===== src/err_irq_pkg.sv =====
// constants and types shared by the error status block and its input filter
`default_nettype none
package err_irq_pkg;

	// register indices; the byte address on the bus is four times the index
	localparam logic [7:0] ERR_FLAGS_IDX = 8'h32;
	localparam logic [7:0] ERR_STAT_EN_IDX = 8'h33;
	localparam logic [7:0] ERR_SIG_EN_IDX = 8'h34;
	localparam logic [7:0] DMA_ERR_STAT_IDX = 8'h35;
	localparam logic [7:0] AUTO_STOP_STAT_IDX = 8'h36;
	localparam logic [7:0] PWR_CTRL_IDX = 8'h37;
	localparam int ADDR_W = 12;
	localparam logic [11:0] ERR_FLAGS_ADDR = {2'h0, ERR_FLAGS_IDX, 2'h0};
	localparam logic [11:0] ERR_STAT_EN_ADDR = {2'h0, ERR_STAT_EN_IDX, 2'h0};
	localparam logic [11:0] ERR_SIG_EN_ADDR = {2'h0, ERR_SIG_EN_IDX, 2'h0};
	localparam logic [11:0] DMA_ERR_STAT_ADDR = {2'h0, DMA_ERR_STAT_IDX, 2'h0};
	localparam logic [11:0] AUTO_STOP_STAT_ADDR = {2'h0, AUTO_STOP_STAT_IDX, 2'h0};
	localparam logic [11:0] PWR_CTRL_ADDR = {2'h0, PWR_CTRL_IDX, 2'h0};

	// bit positions in the error flag, power control and dma error status registers
	localparam int BIT_CMD_TIMEOUT = 0;
	localparam int BIT_CMD_CRC = 1;
	localparam int BIT_CMD_END = 2;
	localparam int BIT_CMD_INDEX = 3;
	localparam int BIT_DATA_TIMEOUT = 4;
	localparam int BIT_DATA_CRC = 5;
	localparam int BIT_DATA_END = 6;
	localparam int BIT_CUR_LIMIT = 7;
	localparam int BIT_AUTO_STOP = 8;
	localparam int BIT_DESC_DMA = 9;
	localparam int VENDOR_LSB = 12;
	localparam int VENDOR_W = 4;
	localparam logic [15:0] FLAGS_IMPL_MASK = 16'hF3FF;
	localparam int PWR_ON_BIT = 0;
	localparam int DMA_VALID_BIT = 8;

	// widths and codes of side signals
	localparam int AUTO_STOP_W = 5;
	localparam int DMA_STATE_W = 2;
	localparam logic [1:0] DMA_ST_FETCH = 2'h1;
	localparam logic [2:0] WR_CRC_GOOD = 3'h2;

	// over-current sampling time
	localparam int CLK_PERIOD_NS = 10;
	localparam int OC_SAMPLE_NS = 1000;
	localparam int OC_CNT_W = 7;
	localparam logic [6:0] OC_SAMPLE_CYC =
		7'((OC_SAMPLE_NS + CLK_PERIOD_NS - 1) / CLK_PERIOD_NS);

	// bus handshake states
	typedef enum logic [1:0]
	{
		ST_IDLE = 2'b01,
		ST_RESP = 2'b10
	} apb_state_t;

	// whole state of the status block
	typedef struct packed
	{
		apb_state_t apb_state;
		logic pready;
		logic pslverr;
		logic [31:0] prdata;
		logic [15:0] flags;
		logic [15:0] stat_en;
		logic [15:0] sig_en;
		logic [4:0] auto_stat;
		logic [1:0] dma_err_state;
		logic dma_err_valid;
		logic pwr_on;
		logic irq;
	} ctrl_state_t;

	localparam ctrl_state_t CTRL_RESET = '{
		apb_state: ST_IDLE,
		pready: 1'b0,
		pslverr: 1'b0,
		prdata: 32'h00000000,
		flags: 16'h0000,
		stat_en: 16'h0000,
		sig_en: 16'h0000,
		auto_stat: 5'h00,
		dma_err_state: 2'h0,
		dma_err_valid: 1'b0,
		pwr_on: 1'b0,
		irq: 1'b0
	};

	// whole state of the over-current filter
	typedef struct packed
	{
		logic sync1;
		logic sync2;
		logic [6:0] cnt;
		logic det;
	} oc_state_t;

endpackage
`default_nettype wire


===== src/oc_sense_filter.sv =====
// over-current pin synchroniser with a sampling-time filter
`timescale 1ns/1ps
`default_nettype none
module oc_sense_filter
(
	input wire logic clk, // system clock
	input wire logic srst, // synchronous reset, active high
	input wire logic oc_pin, // raw over-current pin, asynchronous
	output logic oc_det // filtered over-current, registered
);
	err_irq_pkg::oc_state_t s_reg;
	err_irq_pkg::oc_state_t s_next;

	// a short glitch on the sense pin must not cut card power, so the level
	// has to stand for the whole sampling time before it counts
	always_comb
	begin
		s_next = s_reg;
		s_next.sync1 = oc_pin;
		s_next.sync2 = s_reg.sync1;
		if (!s_reg.sync2)
		begin
			s_next.cnt = '0;
			s_next.det = 1'b0;
		end
		else if (s_reg.cnt >= err_irq_pkg::OC_SAMPLE_CYC - 7'h01)
		begin
			s_next.det = 1'b1; // RL15
		end
		else
		begin
			s_next.cnt = s_reg.cnt + 7'h01;
		end
	end

	// state register
	always_ff @(posedge clk)
	begin
		if (srst)
			s_reg <= '0;
		else
			s_reg <= s_next;
	end

	assign oc_det = s_reg.det;

	property p_oc_sampling;
		@(posedge clk) disable iff (srst)
		$rose(s_reg.det) |-> $past(s_reg.cnt) == err_irq_pkg::OC_SAMPLE_CYC - 7'h01;
	endproperty
	a_oc_sampling: assert property (p_oc_sampling) else $error("over-current flagged early"); // RL15

endmodule // oc_sense_filter
`default_nettype wire


===== src/err_irq_status.sv =====
// error interrupt status register with enables, capture and interrupt output
//
// Operation
// RL1: flags record only when status-enable bit set
// RL2: interrupt when enabled flag reads one
// RL3: writing one clears; zero leaves flag
// RL4: one write clears any flag combination
// RL5: vendor flags 15..12 also write-one-to-clear
// RL6: descriptor DMA error sets bit 9
// RL7: capture engine state on DMA error
// RL8: invalid descriptor during fetch raises DMA error
// RL9: invalid descriptor reports fetch state
// RL10: bit 8 on auto stop status rise
// RL11: bit 8 when auto stop skipped
// RL12: power bit requests card bus power
// RL13: over-current cuts power, sets bit 7
// RL14: bit 7 one means power removed
// RL15: sampling delay; no limiter keeps bit 7 zero
// RL16: bit 6 on zero end bit
// RL17: fixed flag bit positions 5..0
// RL18: data CRC on mismatch or bad token
// RL19: bits 11..10 read zero, ignore writes
// RL20: set wins over simultaneous clear
//
// The APB slave port was left to the implementer.
`timescale 1ns/1ps
`default_nettype none
module err_irq_status
#(
	parameter bit HAS_CURRENT_LIMIT = 1'b1 // current limiting fitted
)
(
	input wire logic REF_CLK, // system clock, 100 MHz
	input wire logic SRST, // synchronous reset, active high
	input wire logic PSEL, // apb select
	input wire logic PENABLE, // apb enable
	input wire logic PWRITE, // apb direction, high for write
	input wire logic [11:0] PADDR, // apb byte address
	input wire logic [31:0] PWDATA, // apb write data
	input wire logic [3:0] PSTRB, // apb byte strobes
	output logic [31:0] PRDATA, // apb read data
	output logic PREADY, // apb ready
	output logic PSLVERR, // apb error on unmapped address
	input wire logic CMD_TIMEOUT_ERR, // pulse: response timeout
	input wire logic CMD_CRC_ERR, // pulse: response crc error
	input wire logic CMD_END_BIT_ERR, // pulse: response end bit zero
	input wire logic CMD_INDEX_ERR, // pulse: response index mismatch
	input wire logic DATA_TIMEOUT_ERR, // pulse: data timeout
	input wire logic RD_CRC_MISMATCH, // pulse: read data crc mismatch
	input wire logic WR_CRC_STB, // pulse: write crc status token taken
	input wire logic [2:0] WR_CRC_TOKEN, // write crc status token
	input wire logic RD_END_STB, // pulse: read end bit sampled
	input wire logic RD_END_BIT, // sampled read end bit
	input wire logic CRC_END_STB, // pulse: crc status end bit sampled
	input wire logic CRC_END_BIT, // sampled crc status end bit
	input wire logic [4:0] AUTO_STOP_ERR, // pulses: automatic stop errors
	input wire logic AUTO_STOP_SKIPPED, // pulse: automatic stop not issued
	input wire logic DMA_ERR, // pulse: descriptor dma engine error
	input wire logic [1:0] DMA_STATE, // descriptor dma engine state
	input wire logic DMA_DESC_STB, // pulse: descriptor fetched
	input wire logic DMA_DESC_VALID, // valid flag of fetched descriptor
	input wire logic [3:0] VENDOR_ERR, // pulses: vendor error events
	input wire logic OVERCURRENT_IN, // over-current sense pin, async
	output logic CARD_POWER_EN, // card bus power supply on
	output logic ERR_IRQ // error interrupt, active high level
);
	err_irq_pkg::ctrl_state_t s_reg;
	err_irq_pkg::ctrl_state_t s_next;
	logic oc_det;
	logic acc_start;
	logic wr_done;
	logic [15:0] wdata16;
	logic [15:0] ev;
	logic [4:0] auto_rise;
	logic desc_invalid;
	logic dma_fault;
	logic oc_trip;
	logic data_crc_ev;
	logic data_end_ev;
	logic [15:0] impl_mask;

	// synchronised and sampled over-current sense
	oc_sense_filter u_oc_filter
	(
		.clk(REF_CLK),
		.srst(SRST),
		.oc_pin(OVERCURRENT_IN),
		.oc_det(oc_det)
	);

	// bus qualifiers; writes land only at the edge that completes the access
	assign acc_start = PSEL & PENABLE & (s_reg.apb_state == err_irq_pkg::ST_IDLE);
	assign wr_done = PSEL & PENABLE & PWRITE & s_reg.pready;
	assign wdata16 = PWDATA[15:0] & {{8{PSTRB[1]}}, {8{PSTRB[0]}}};

	// event detection for each flag
	assign auto_rise = AUTO_STOP_ERR & ~s_reg.auto_stat; // RL10
	assign desc_invalid = DMA_DESC_STB & ~DMA_DESC_VALID & (DMA_STATE == err_irq_pkg::DMA_ST_FETCH); // RL8
	assign dma_fault = DMA_ERR | desc_invalid; // RL6
	assign oc_trip = HAS_CURRENT_LIMIT & oc_det & s_reg.pwr_on; // RL13
	assign data_crc_ev = RD_CRC_MISMATCH | (WR_CRC_STB & (WR_CRC_TOKEN != err_irq_pkg::WR_CRC_GOOD)); // RL18
	assign data_end_ev = (RD_END_STB & ~RD_END_BIT) | (CRC_END_STB & ~CRC_END_BIT); // RL16
	// without a limiter bit 7 can never be set; reserved bits are never stored
	assign impl_mask = HAS_CURRENT_LIMIT ? err_irq_pkg::FLAGS_IMPL_MASK
		: (err_irq_pkg::FLAGS_IMPL_MASK & 16'hFF7F); // RL15 RL19

	// raw events placed at their fixed flag positions
	always_comb
	begin
		ev = 16'h0000;
		ev[err_irq_pkg::BIT_CMD_TIMEOUT] = CMD_TIMEOUT_ERR; // RL17
		ev[err_irq_pkg::BIT_CMD_CRC] = CMD_CRC_ERR; // RL17
		ev[err_irq_pkg::BIT_CMD_END] = CMD_END_BIT_ERR; // RL17
		ev[err_irq_pkg::BIT_CMD_INDEX] = CMD_INDEX_ERR; // RL17
		ev[err_irq_pkg::BIT_DATA_TIMEOUT] = DATA_TIMEOUT_ERR; // RL17
		ev[err_irq_pkg::BIT_DATA_CRC] = data_crc_ev; // RL17
		ev[err_irq_pkg::BIT_DATA_END] = data_end_ev; // RL16
		ev[err_irq_pkg::BIT_CUR_LIMIT] = oc_trip; // RL13
		ev[err_irq_pkg::BIT_AUTO_STOP] = (|auto_rise) | AUTO_STOP_SKIPPED; // RL10 RL11
		ev[err_irq_pkg::BIT_DESC_DMA] = dma_fault; // RL6
		ev[err_irq_pkg::VENDOR_LSB +: err_irq_pkg::VENDOR_W] = VENDOR_ERR; // RL5
	end

	// next-state logic: bus handshake, register writes, flag update
	always_comb
	begin
		s_next = s_reg;
		s_next.pready = 1'b0;
		s_next.pslverr = 1'b0;
		case (s_reg.apb_state)
			err_irq_pkg::ST_IDLE:
			begin
				// one wait state so that read data comes from a flip-flop
				if (acc_start)
				begin
					s_next.apb_state = err_irq_pkg::ST_RESP;
					s_next.pready = 1'b1;
					s_next.prdata = 32'h00000000;
					if (PADDR == err_irq_pkg::ERR_FLAGS_ADDR)
						s_next.prdata[15:0] = s_reg.flags; // RL19
					else if (PADDR == err_irq_pkg::ERR_STAT_EN_ADDR)
						s_next.prdata[15:0] = s_reg.stat_en;
					else if (PADDR == err_irq_pkg::ERR_SIG_EN_ADDR)
						s_next.prdata[15:0] = s_reg.sig_en;
					else if (PADDR == err_irq_pkg::DMA_ERR_STAT_ADDR)
						s_next.prdata[8:0] = {s_reg.dma_err_valid, 6'h00, s_reg.dma_err_state};
					else if (PADDR == err_irq_pkg::AUTO_STOP_STAT_ADDR)
						s_next.prdata[4:0] = s_reg.auto_stat;
					else if (PADDR == err_irq_pkg::PWR_CTRL_ADDR)
						s_next.prdata[err_irq_pkg::PWR_ON_BIT] = s_reg.pwr_on;
					else
						s_next.pslverr = 1'b1;
				end
			end
			err_irq_pkg::ST_RESP:
			begin
				s_next.apb_state = err_irq_pkg::ST_IDLE;
				s_next.prdata = 32'h00000000;
			end
			default:
			begin
				s_next.apb_state = err_irq_pkg::ST_IDLE;
			end
		endcase

		// enable registers; reserved positions never hold a one
		if (wr_done && PADDR == err_irq_pkg::ERR_STAT_EN_ADDR)
			s_next.stat_en = (s_reg.stat_en & ~{{8{PSTRB[1]}}, {8{PSTRB[0]}}}) | (wdata16 & impl_mask);
		if (wr_done && PADDR == err_irq_pkg::ERR_SIG_EN_ADDR)
			s_next.sig_en = (s_reg.sig_en & ~{{8{PSTRB[1]}}, {8{PSTRB[0]}}}) | (wdata16 & impl_mask);

		// card power: software asks, an over-current trip takes it away
		if (wr_done && PADDR == err_irq_pkg::PWR_CTRL_ADDR && PSTRB[0])
			s_next.pwr_on = PWDATA[err_irq_pkg::PWR_ON_BIT]; // RL12
		if (oc_trip)
			s_next.pwr_on = 1'b0; // RL13 RL14

		// automatic stop status: hardware sets, software clears by writing one
		if (wr_done && PADDR == err_irq_pkg::AUTO_STOP_STAT_ADDR)
			s_next.auto_stat = s_reg.auto_stat & ~wdata16[4:0];
		s_next.auto_stat = s_next.auto_stat | AUTO_STOP_ERR; // RL20

		// engine state captured at the moment of the fault
		if (desc_invalid)
		begin
			s_next.dma_err_state = err_irq_pkg::DMA_ST_FETCH; // RL9
			s_next.dma_err_valid = 1'b1;
		end
		else if (DMA_ERR)
		begin
			s_next.dma_err_state = DMA_STATE; // RL7
			s_next.dma_err_valid = 1'b1;
		end

		// write-one-to-clear, applied to all bits at once; a new event wins
		if (wr_done && PADDR == err_irq_pkg::ERR_FLAGS_ADDR)
			s_next.flags = s_reg.flags & ~wdata16; // RL3 RL4 RL5
		s_next.flags = (s_next.flags | (ev & s_reg.stat_en)) & impl_mask; // RL1 RL20

		// interrupt follows the stored flags without an extra cycle of lag
		s_next.irq = |(s_next.flags & s_next.sig_en); // RL2
	end

	// state register
	always_ff @(posedge REF_CLK)
	begin
		if (SRST)
			s_reg <= err_irq_pkg::CTRL_RESET;
		else
			s_reg <= s_next;
	end

	// outputs straight from the state register
	assign PRDATA = s_reg.prdata;
	assign PREADY = s_reg.pready;
	assign PSLVERR = s_reg.pslverr;
	assign CARD_POWER_EN = s_reg.pwr_on;
	assign ERR_IRQ = s_reg.irq;

	property p_gate;
		@(posedge REF_CLK) disable iff (SRST)
		((s_reg.flags & ~$past(s_reg.flags) & ~$past(s_reg.stat_en)) == 16'h0000);
	endproperty
	a_gate: assert property (p_gate) else $error("flag set while disabled"); // RL1

	property p_irq;
		@(posedge REF_CLK) disable iff (SRST)
		ERR_IRQ == (|(s_reg.flags & s_reg.sig_en));
	endproperty
	a_irq: assert property (p_irq) else $error("interrupt disagrees with flags"); // RL2

	property p_clear_only_by_write;
		@(posedge REF_CLK) disable iff (SRST)
		((s_reg.flags & ~s_next.flags) != 16'h0000)
			|-> (wr_done && PADDR == err_irq_pkg::ERR_FLAGS_ADDR);
	endproperty
	a_clear_only_by_write: assert property (p_clear_only_by_write) else $error("flag lost"); // RL3

	// every enabled event that meets a clearing write must still stand afterwards
	property p_set_wins;
		@(posedge REF_CLK) disable iff (SRST)
		(wr_done && PADDR == err_irq_pkg::ERR_FLAGS_ADDR)
			|=> ((s_reg.flags & $past(ev) & $past(s_reg.stat_en) & impl_mask)
			== ($past(ev) & $past(s_reg.stat_en) & impl_mask));
	endproperty
	a_set_wins: assert property (p_set_wins) else $error("event lost on clear"); // RL20

	property p_reserved;
		@(posedge REF_CLK) disable iff (SRST)
		s_reg.flags[11:10] == 2'h0 && s_reg.stat_en[11:10] == 2'h0;
	endproperty
	a_reserved: assert property (p_reserved) else $error("reserved bit set"); // RL19

	property p_power_cut;
		@(posedge REF_CLK) disable iff (SRST)
		(oc_trip && s_reg.stat_en[err_irq_pkg::BIT_CUR_LIMIT])
			|=> !CARD_POWER_EN && s_reg.flags[err_irq_pkg::BIT_CUR_LIMIT];
	endproperty
	a_power_cut: assert property (p_power_cut) else $error("power not cut"); // RL13

	property p_no_limiter;
		@(posedge REF_CLK) disable iff (SRST)
		!HAS_CURRENT_LIMIT |-> !s_reg.flags[err_irq_pkg::BIT_CUR_LIMIT];
	endproperty
	a_no_limiter: assert property (p_no_limiter) else $error("bit 7 set without limiter"); // RL15

	property p_auto_stop;
		@(posedge REF_CLK) disable iff (SRST)
		((|auto_rise) && s_reg.stat_en[err_irq_pkg::BIT_AUTO_STOP])
			|=> s_reg.flags[err_irq_pkg::BIT_AUTO_STOP];
	endproperty
	a_auto_stop: assert property (p_auto_stop) else $error("auto stop flag missed"); // RL10

	property p_fetch_state;
		@(posedge REF_CLK) disable iff (SRST)
		(desc_invalid && s_reg.stat_en[err_irq_pkg::BIT_DESC_DMA])
			|=> s_reg.flags[err_irq_pkg::BIT_DESC_DMA]
			&& s_reg.dma_err_state == err_irq_pkg::DMA_ST_FETCH;
	endproperty
	a_fetch_state: assert property (p_fetch_state) else $error("invalid descriptor missed"); // RL9

	property p_ready_timing;
		@(posedge REF_CLK) disable iff (SRST)
		acc_start |=> PREADY ##1 !PREADY;
	endproperty
	a_ready_timing: assert property (p_ready_timing) else $error("bad ready timing");

endmodule // err_irq_status
`default_nettype wire


===== config.mk =====
export PLATFORM = sky130hd
export DESIGN_NAME = err_irq_status
export DESIGN_NICKNAME = d
export VERILOG_FILES = /design/src/err_irq_pkg.sv /design/src/oc_sense_filter.sv /design/src/err_irq_status.sv
export SDC_FILE = /design/constraint.sdc
export NUM_CORES = 1
export LEC_CHECK = 0
export BUFFER_PORTS_ARGS = -buffer_cell sky130_fd_sc_hd__buf_4
export CAP_MARGIN = 10
export CORE_UTILIZATION = 45
export DETAILED_ROUTE_END_ITERATION = 6
export PLACE_DENSITY_LB_ADDON = 0.15
export SLEW_MARGIN = 5
export SYNTH_ARGS = -nofsm -noshare
export SYNTH_HDL_FRONTEND = slang
export SYNTH_SLANG_ARGS = --single-unit

===== constraint.sdc =====
create_clock -name REF_CLK -period 1.7 [get_ports REF_CLK]
set_input_delay 0.085 -clock REF_CLK [delete_from_list [all_inputs] [get_ports REF_CLK]]
set_output_delay 0.085 -clock REF_CLK [all_outputs]
set_load 0.01 [all_outputs]

==> impl_metrics.yaml <==
global_route:
  grt_use_total_pct: 24.43
  met3_usage_pct: 5.395
  grt_pass1_wl_mm: 16.46
  antenna_found_initial: 0
  use_met2_pct: 39.87
  gr-total-overflow: 0
  use_met1_pct: 31.80
  first_global_vias: 3316
  grt_most_used_layer: "met2"
  grt_max_degree: 50
synthesis:
  synthArstFlopShare_pct: 0
  ys_ff_latch: 86
  synth_area_um2: 3869
  yosysSeqAreaShare_pct: 44.50
  synth-main-ff-cell: "dfxtp_1"
  synth_cell_type_count: 49
  synth_compound_area_share_pct: 15.78
  synth_fa_ha_area_share_pct: 0.3234
  synth_edf_count: 0
  avgSynthCellArea_um2: 8.694
  synth_mux_area_share_pct: 6.759
  synthXorXnorAreaFrac_pct: 0.9056
  syn_inst: 445
  synth_warnings: 0
  synth_top_family_by_area: "simple AND/OR/NAND/NOR gates"
  yosys.area_share.simple_pct: 20.80
min_path:
  min_from: "VENDOR_ERR[2]"
  hold_class: "in -> reg"
  hold_depth: 3
finish:
  syn2layout_area_growth_pct: 33.57
  fillers: 719
  drive_above_1_share_pct: 28.52
  regArea_um2: 1723
  multi_input_area_um2: 1821
  fin_nets: 655
  final_common_cell: "buf_4"
  largest_reg_flops: 56
  mostFrequentLayoutCells: "135 x buf_4, 85 x dfxtp_1, 65 x nor2_1, 40 x nand2_1, 23 x a21oi_1"
  diodes: 0
floorplanning:
  core.rowCount: 33
  dieHeight_um: 94.72
  start_util_pct: 46.85
  coreArea_um2: 8258
  die_area_um2: 8972
  die_w_um: 94.72
  ios: 119
pwr:
  fin_total_pwr_mw: 3.962
  p_per_area_nw_per_um2: 766.7
  ir_worst_vdd_v: 0.0006235
  p_leak_nw: 2.089
worst_setup_path:
  crit_path_start: "PREADY"
  crit_buf_inv: 0
  critPathCaptureType: "register"
  timing.rr.start: "PREADY"
  cp_slowest_stage_delay_ps: 330
  path_class: "reg -> reg"
  cp_max_fo: 8
  arrival_ps: 2010
  worstSetupStartpointType: "register"
  cpLargestDelayFamily: "simple AND/OR/NAND/NOR gates"
  crit_chain: "and4_4 > and2_4 > and3_4 > mux2i_2 > o22ai_1 > nor2_1 > a41oi_1"
  slowest_stage: "dfxtp_2"
  crit_cells: 7
  cp_data_required_time_ps: 1930
  r2r_cells: 7
routing:
  viasPerCell: 5.274
  finalWirelength_mm: 10.34
  ant_nets: 0
  drc: 0
  drtIter0Drc: 240
  firstDrtPassIters: 6
  drt-wirelength-per-cell_um: 15.21
  vias: 3586
timing:
  setup_slack_ps: -80.89
  max_freq_ghz: 0.5615
  skew_ps: 12.48
  maxSlewHeadroom_pct: 65.00
  finalSetupViolations: 1
  final_max_slew_viol_count: 0
  tightest_slew_ps: 525.0
  period_needed_ps: 1781
  final_hold_viol_count: 0
  rsz0062_at_grt: "true"
  post-route-period-util_pct: 104.8
clock_network:
  htree_levels: 3
  clock_latency_ps: 370
  root_buffer: "clkbuf_8"
  clock-sinks: 86
  clockBufferDepth: 2
  clkSlewWorstSetupHoldPaths_ps: 90
  tritoncts.num_buffers: 9
  cts_tree: "done"
status:
  status: "complete, but fails checks"
  violations: "setup timing"
placement:
  gp_congestion: 0.8898
  dp_hpwl_mm: 7.512
  io_buffers: 82
  pre_cts_slack_ps: -204.8
job:
  maxCapViolations: 0
-- power breakdown --
group | internal, mW | total, mW | switching, mW
sequential | 2.03 | 2.05 | 0.0128
clock | 0.826 | 1.59 | 0.761
combinational | 0.174 | 0.329 | 0.155
total | 3.03 | 3.96 | 0.929
-- synth_stat cells, types with 2 or more instances --
| cell type | count | area [um^2] |
|---|---|---|
| a211oi_1 | 3 | 22.52 |
| a21oi_1 | 23 | 115.1 |
| a221oi_1 | 5 | 43.79 |
| a222oi_1 | 7 | 70.07 |
| a22o_1 | 3 | 26.28 |
| a22oi_1 | 12 | 90.09 |
| a31oi_1 | 4 | 25.02 |
| a32oi_1 | 3 | 26.28 |
| and2_1 | 4 | 25.02 |
| and3_1 | 4 | 25.02 |
| and4_1 | 2 | 17.52 |
| buf_2 | 6 | 30.03 |
| buf_4 | 34 | 255.2 |
| clkbuf_1 | 12 | 45.04 |
| dfxtp_1 | 86 | 1722 |
| inv_1 | 13 | 48.80 |
| mux2i_1 | 25 | 250.2 |
| nand2_1 | 40 | 150.1 |
| nand2b_1 | 4 | 25.02 |
| nand3_1 | 18 | 90.09 |
| nand4_1 | 3 | 18.77 |
| nand4b_1 | 2 | 17.52 |
| nor2_1 | 65 | 244.0 |
| nor2b_1 | 8 | 50.05 |
| nor3_1 | 4 | 20.02 |
| nor3b_1 | 6 | 45.04 |
| o21a_1 | 3 | 22.52 |
| o21ai_0 | 13 | 65.06 |
| o22a_1 | 2 | 17.52 |
| o22ai_1 | 9 | 56.30 |
| xor2_1 | 4 | 35.03 |
-- area by class of cell --
cell class | count | share of cell area [%]
flip-flops and latches | 86 | 33.34
repair buffers | 156 | 23.87
inverters | 13 | 0.9443
clock inverters | 5 | 1.598
well taps | 105 | 2.542
clock buffers | 10 | 2.470
multi-input cells | 305 | 35.23
-- logic make-up (layout without fill, tap and decap cells) --
kind of cell	Yosys count	after routing
AND/OR/NAND/NOR	168	168
AO/OA/AOI/OAI	90	90
flip-flops	86	86
buffers and inverters	69	184
multiplexers	26	26
XOR/XNOR	4	4
adder cells (fa/ha/maj)	1	1
other	1	16
-- routing by layer --
layer  wire length [um]  vias to the layer above
met4                170                        0
met2               4878                      123
li1                   -                     1763
met1               4676                     1684
met3                616                       16
met5                  0                        -
-- through the flow --
step | TNS, ps | hold slack (ps) | area (um^2) | utilization [%] | cells
after floorplan | -119.1 | 196.2 | 3931 | - | 460
after global placement | -624.5 | 303.7 | 4696 | 56.86 | 641
after detailed placement | -971.0 | 307.3 | 4696 | 56.86 | 641
after CTS | -70.86 | 2.143 | 5151 | 62.38 | 679
after global routing | -187.7 | 5.842 | 5167 | 62.58 | 680
final | -80.89 | 9.262 | 5167 | 62.58 | 680
-- what timing repair did --
action / 4_1_cts / 5_1_grt
cloned: 0 / 0
hold buffers: 20 / 0
setup buffers: 3 / 1
gates resized for setup: 7 / 2
hold endpoints to repair: 22 / 0
setup endpoints to repair: 1 / 1
pin swaps: 2 / 1
-- path summary, 6_finish.rpt --
check                         end  slack [ps]
max                       ERR_IRQ         -80
min                     s_reg[56]           9
max reg2reg               ERR_IRQ         -80
min reg2reg  u_oc_filter.s_reg[8]         460
-- worst reg2reg max path, stage by stage (launching register included) --
cell and delay (ps):
dfxtp_2 330, and4_4 210, and2_4 150, and3_4 300
mux2i_2 280, o22ai_1 120, nor2_1 150, a41oi_1 130
Note: power is estimated with default switching activity, not from simulation.
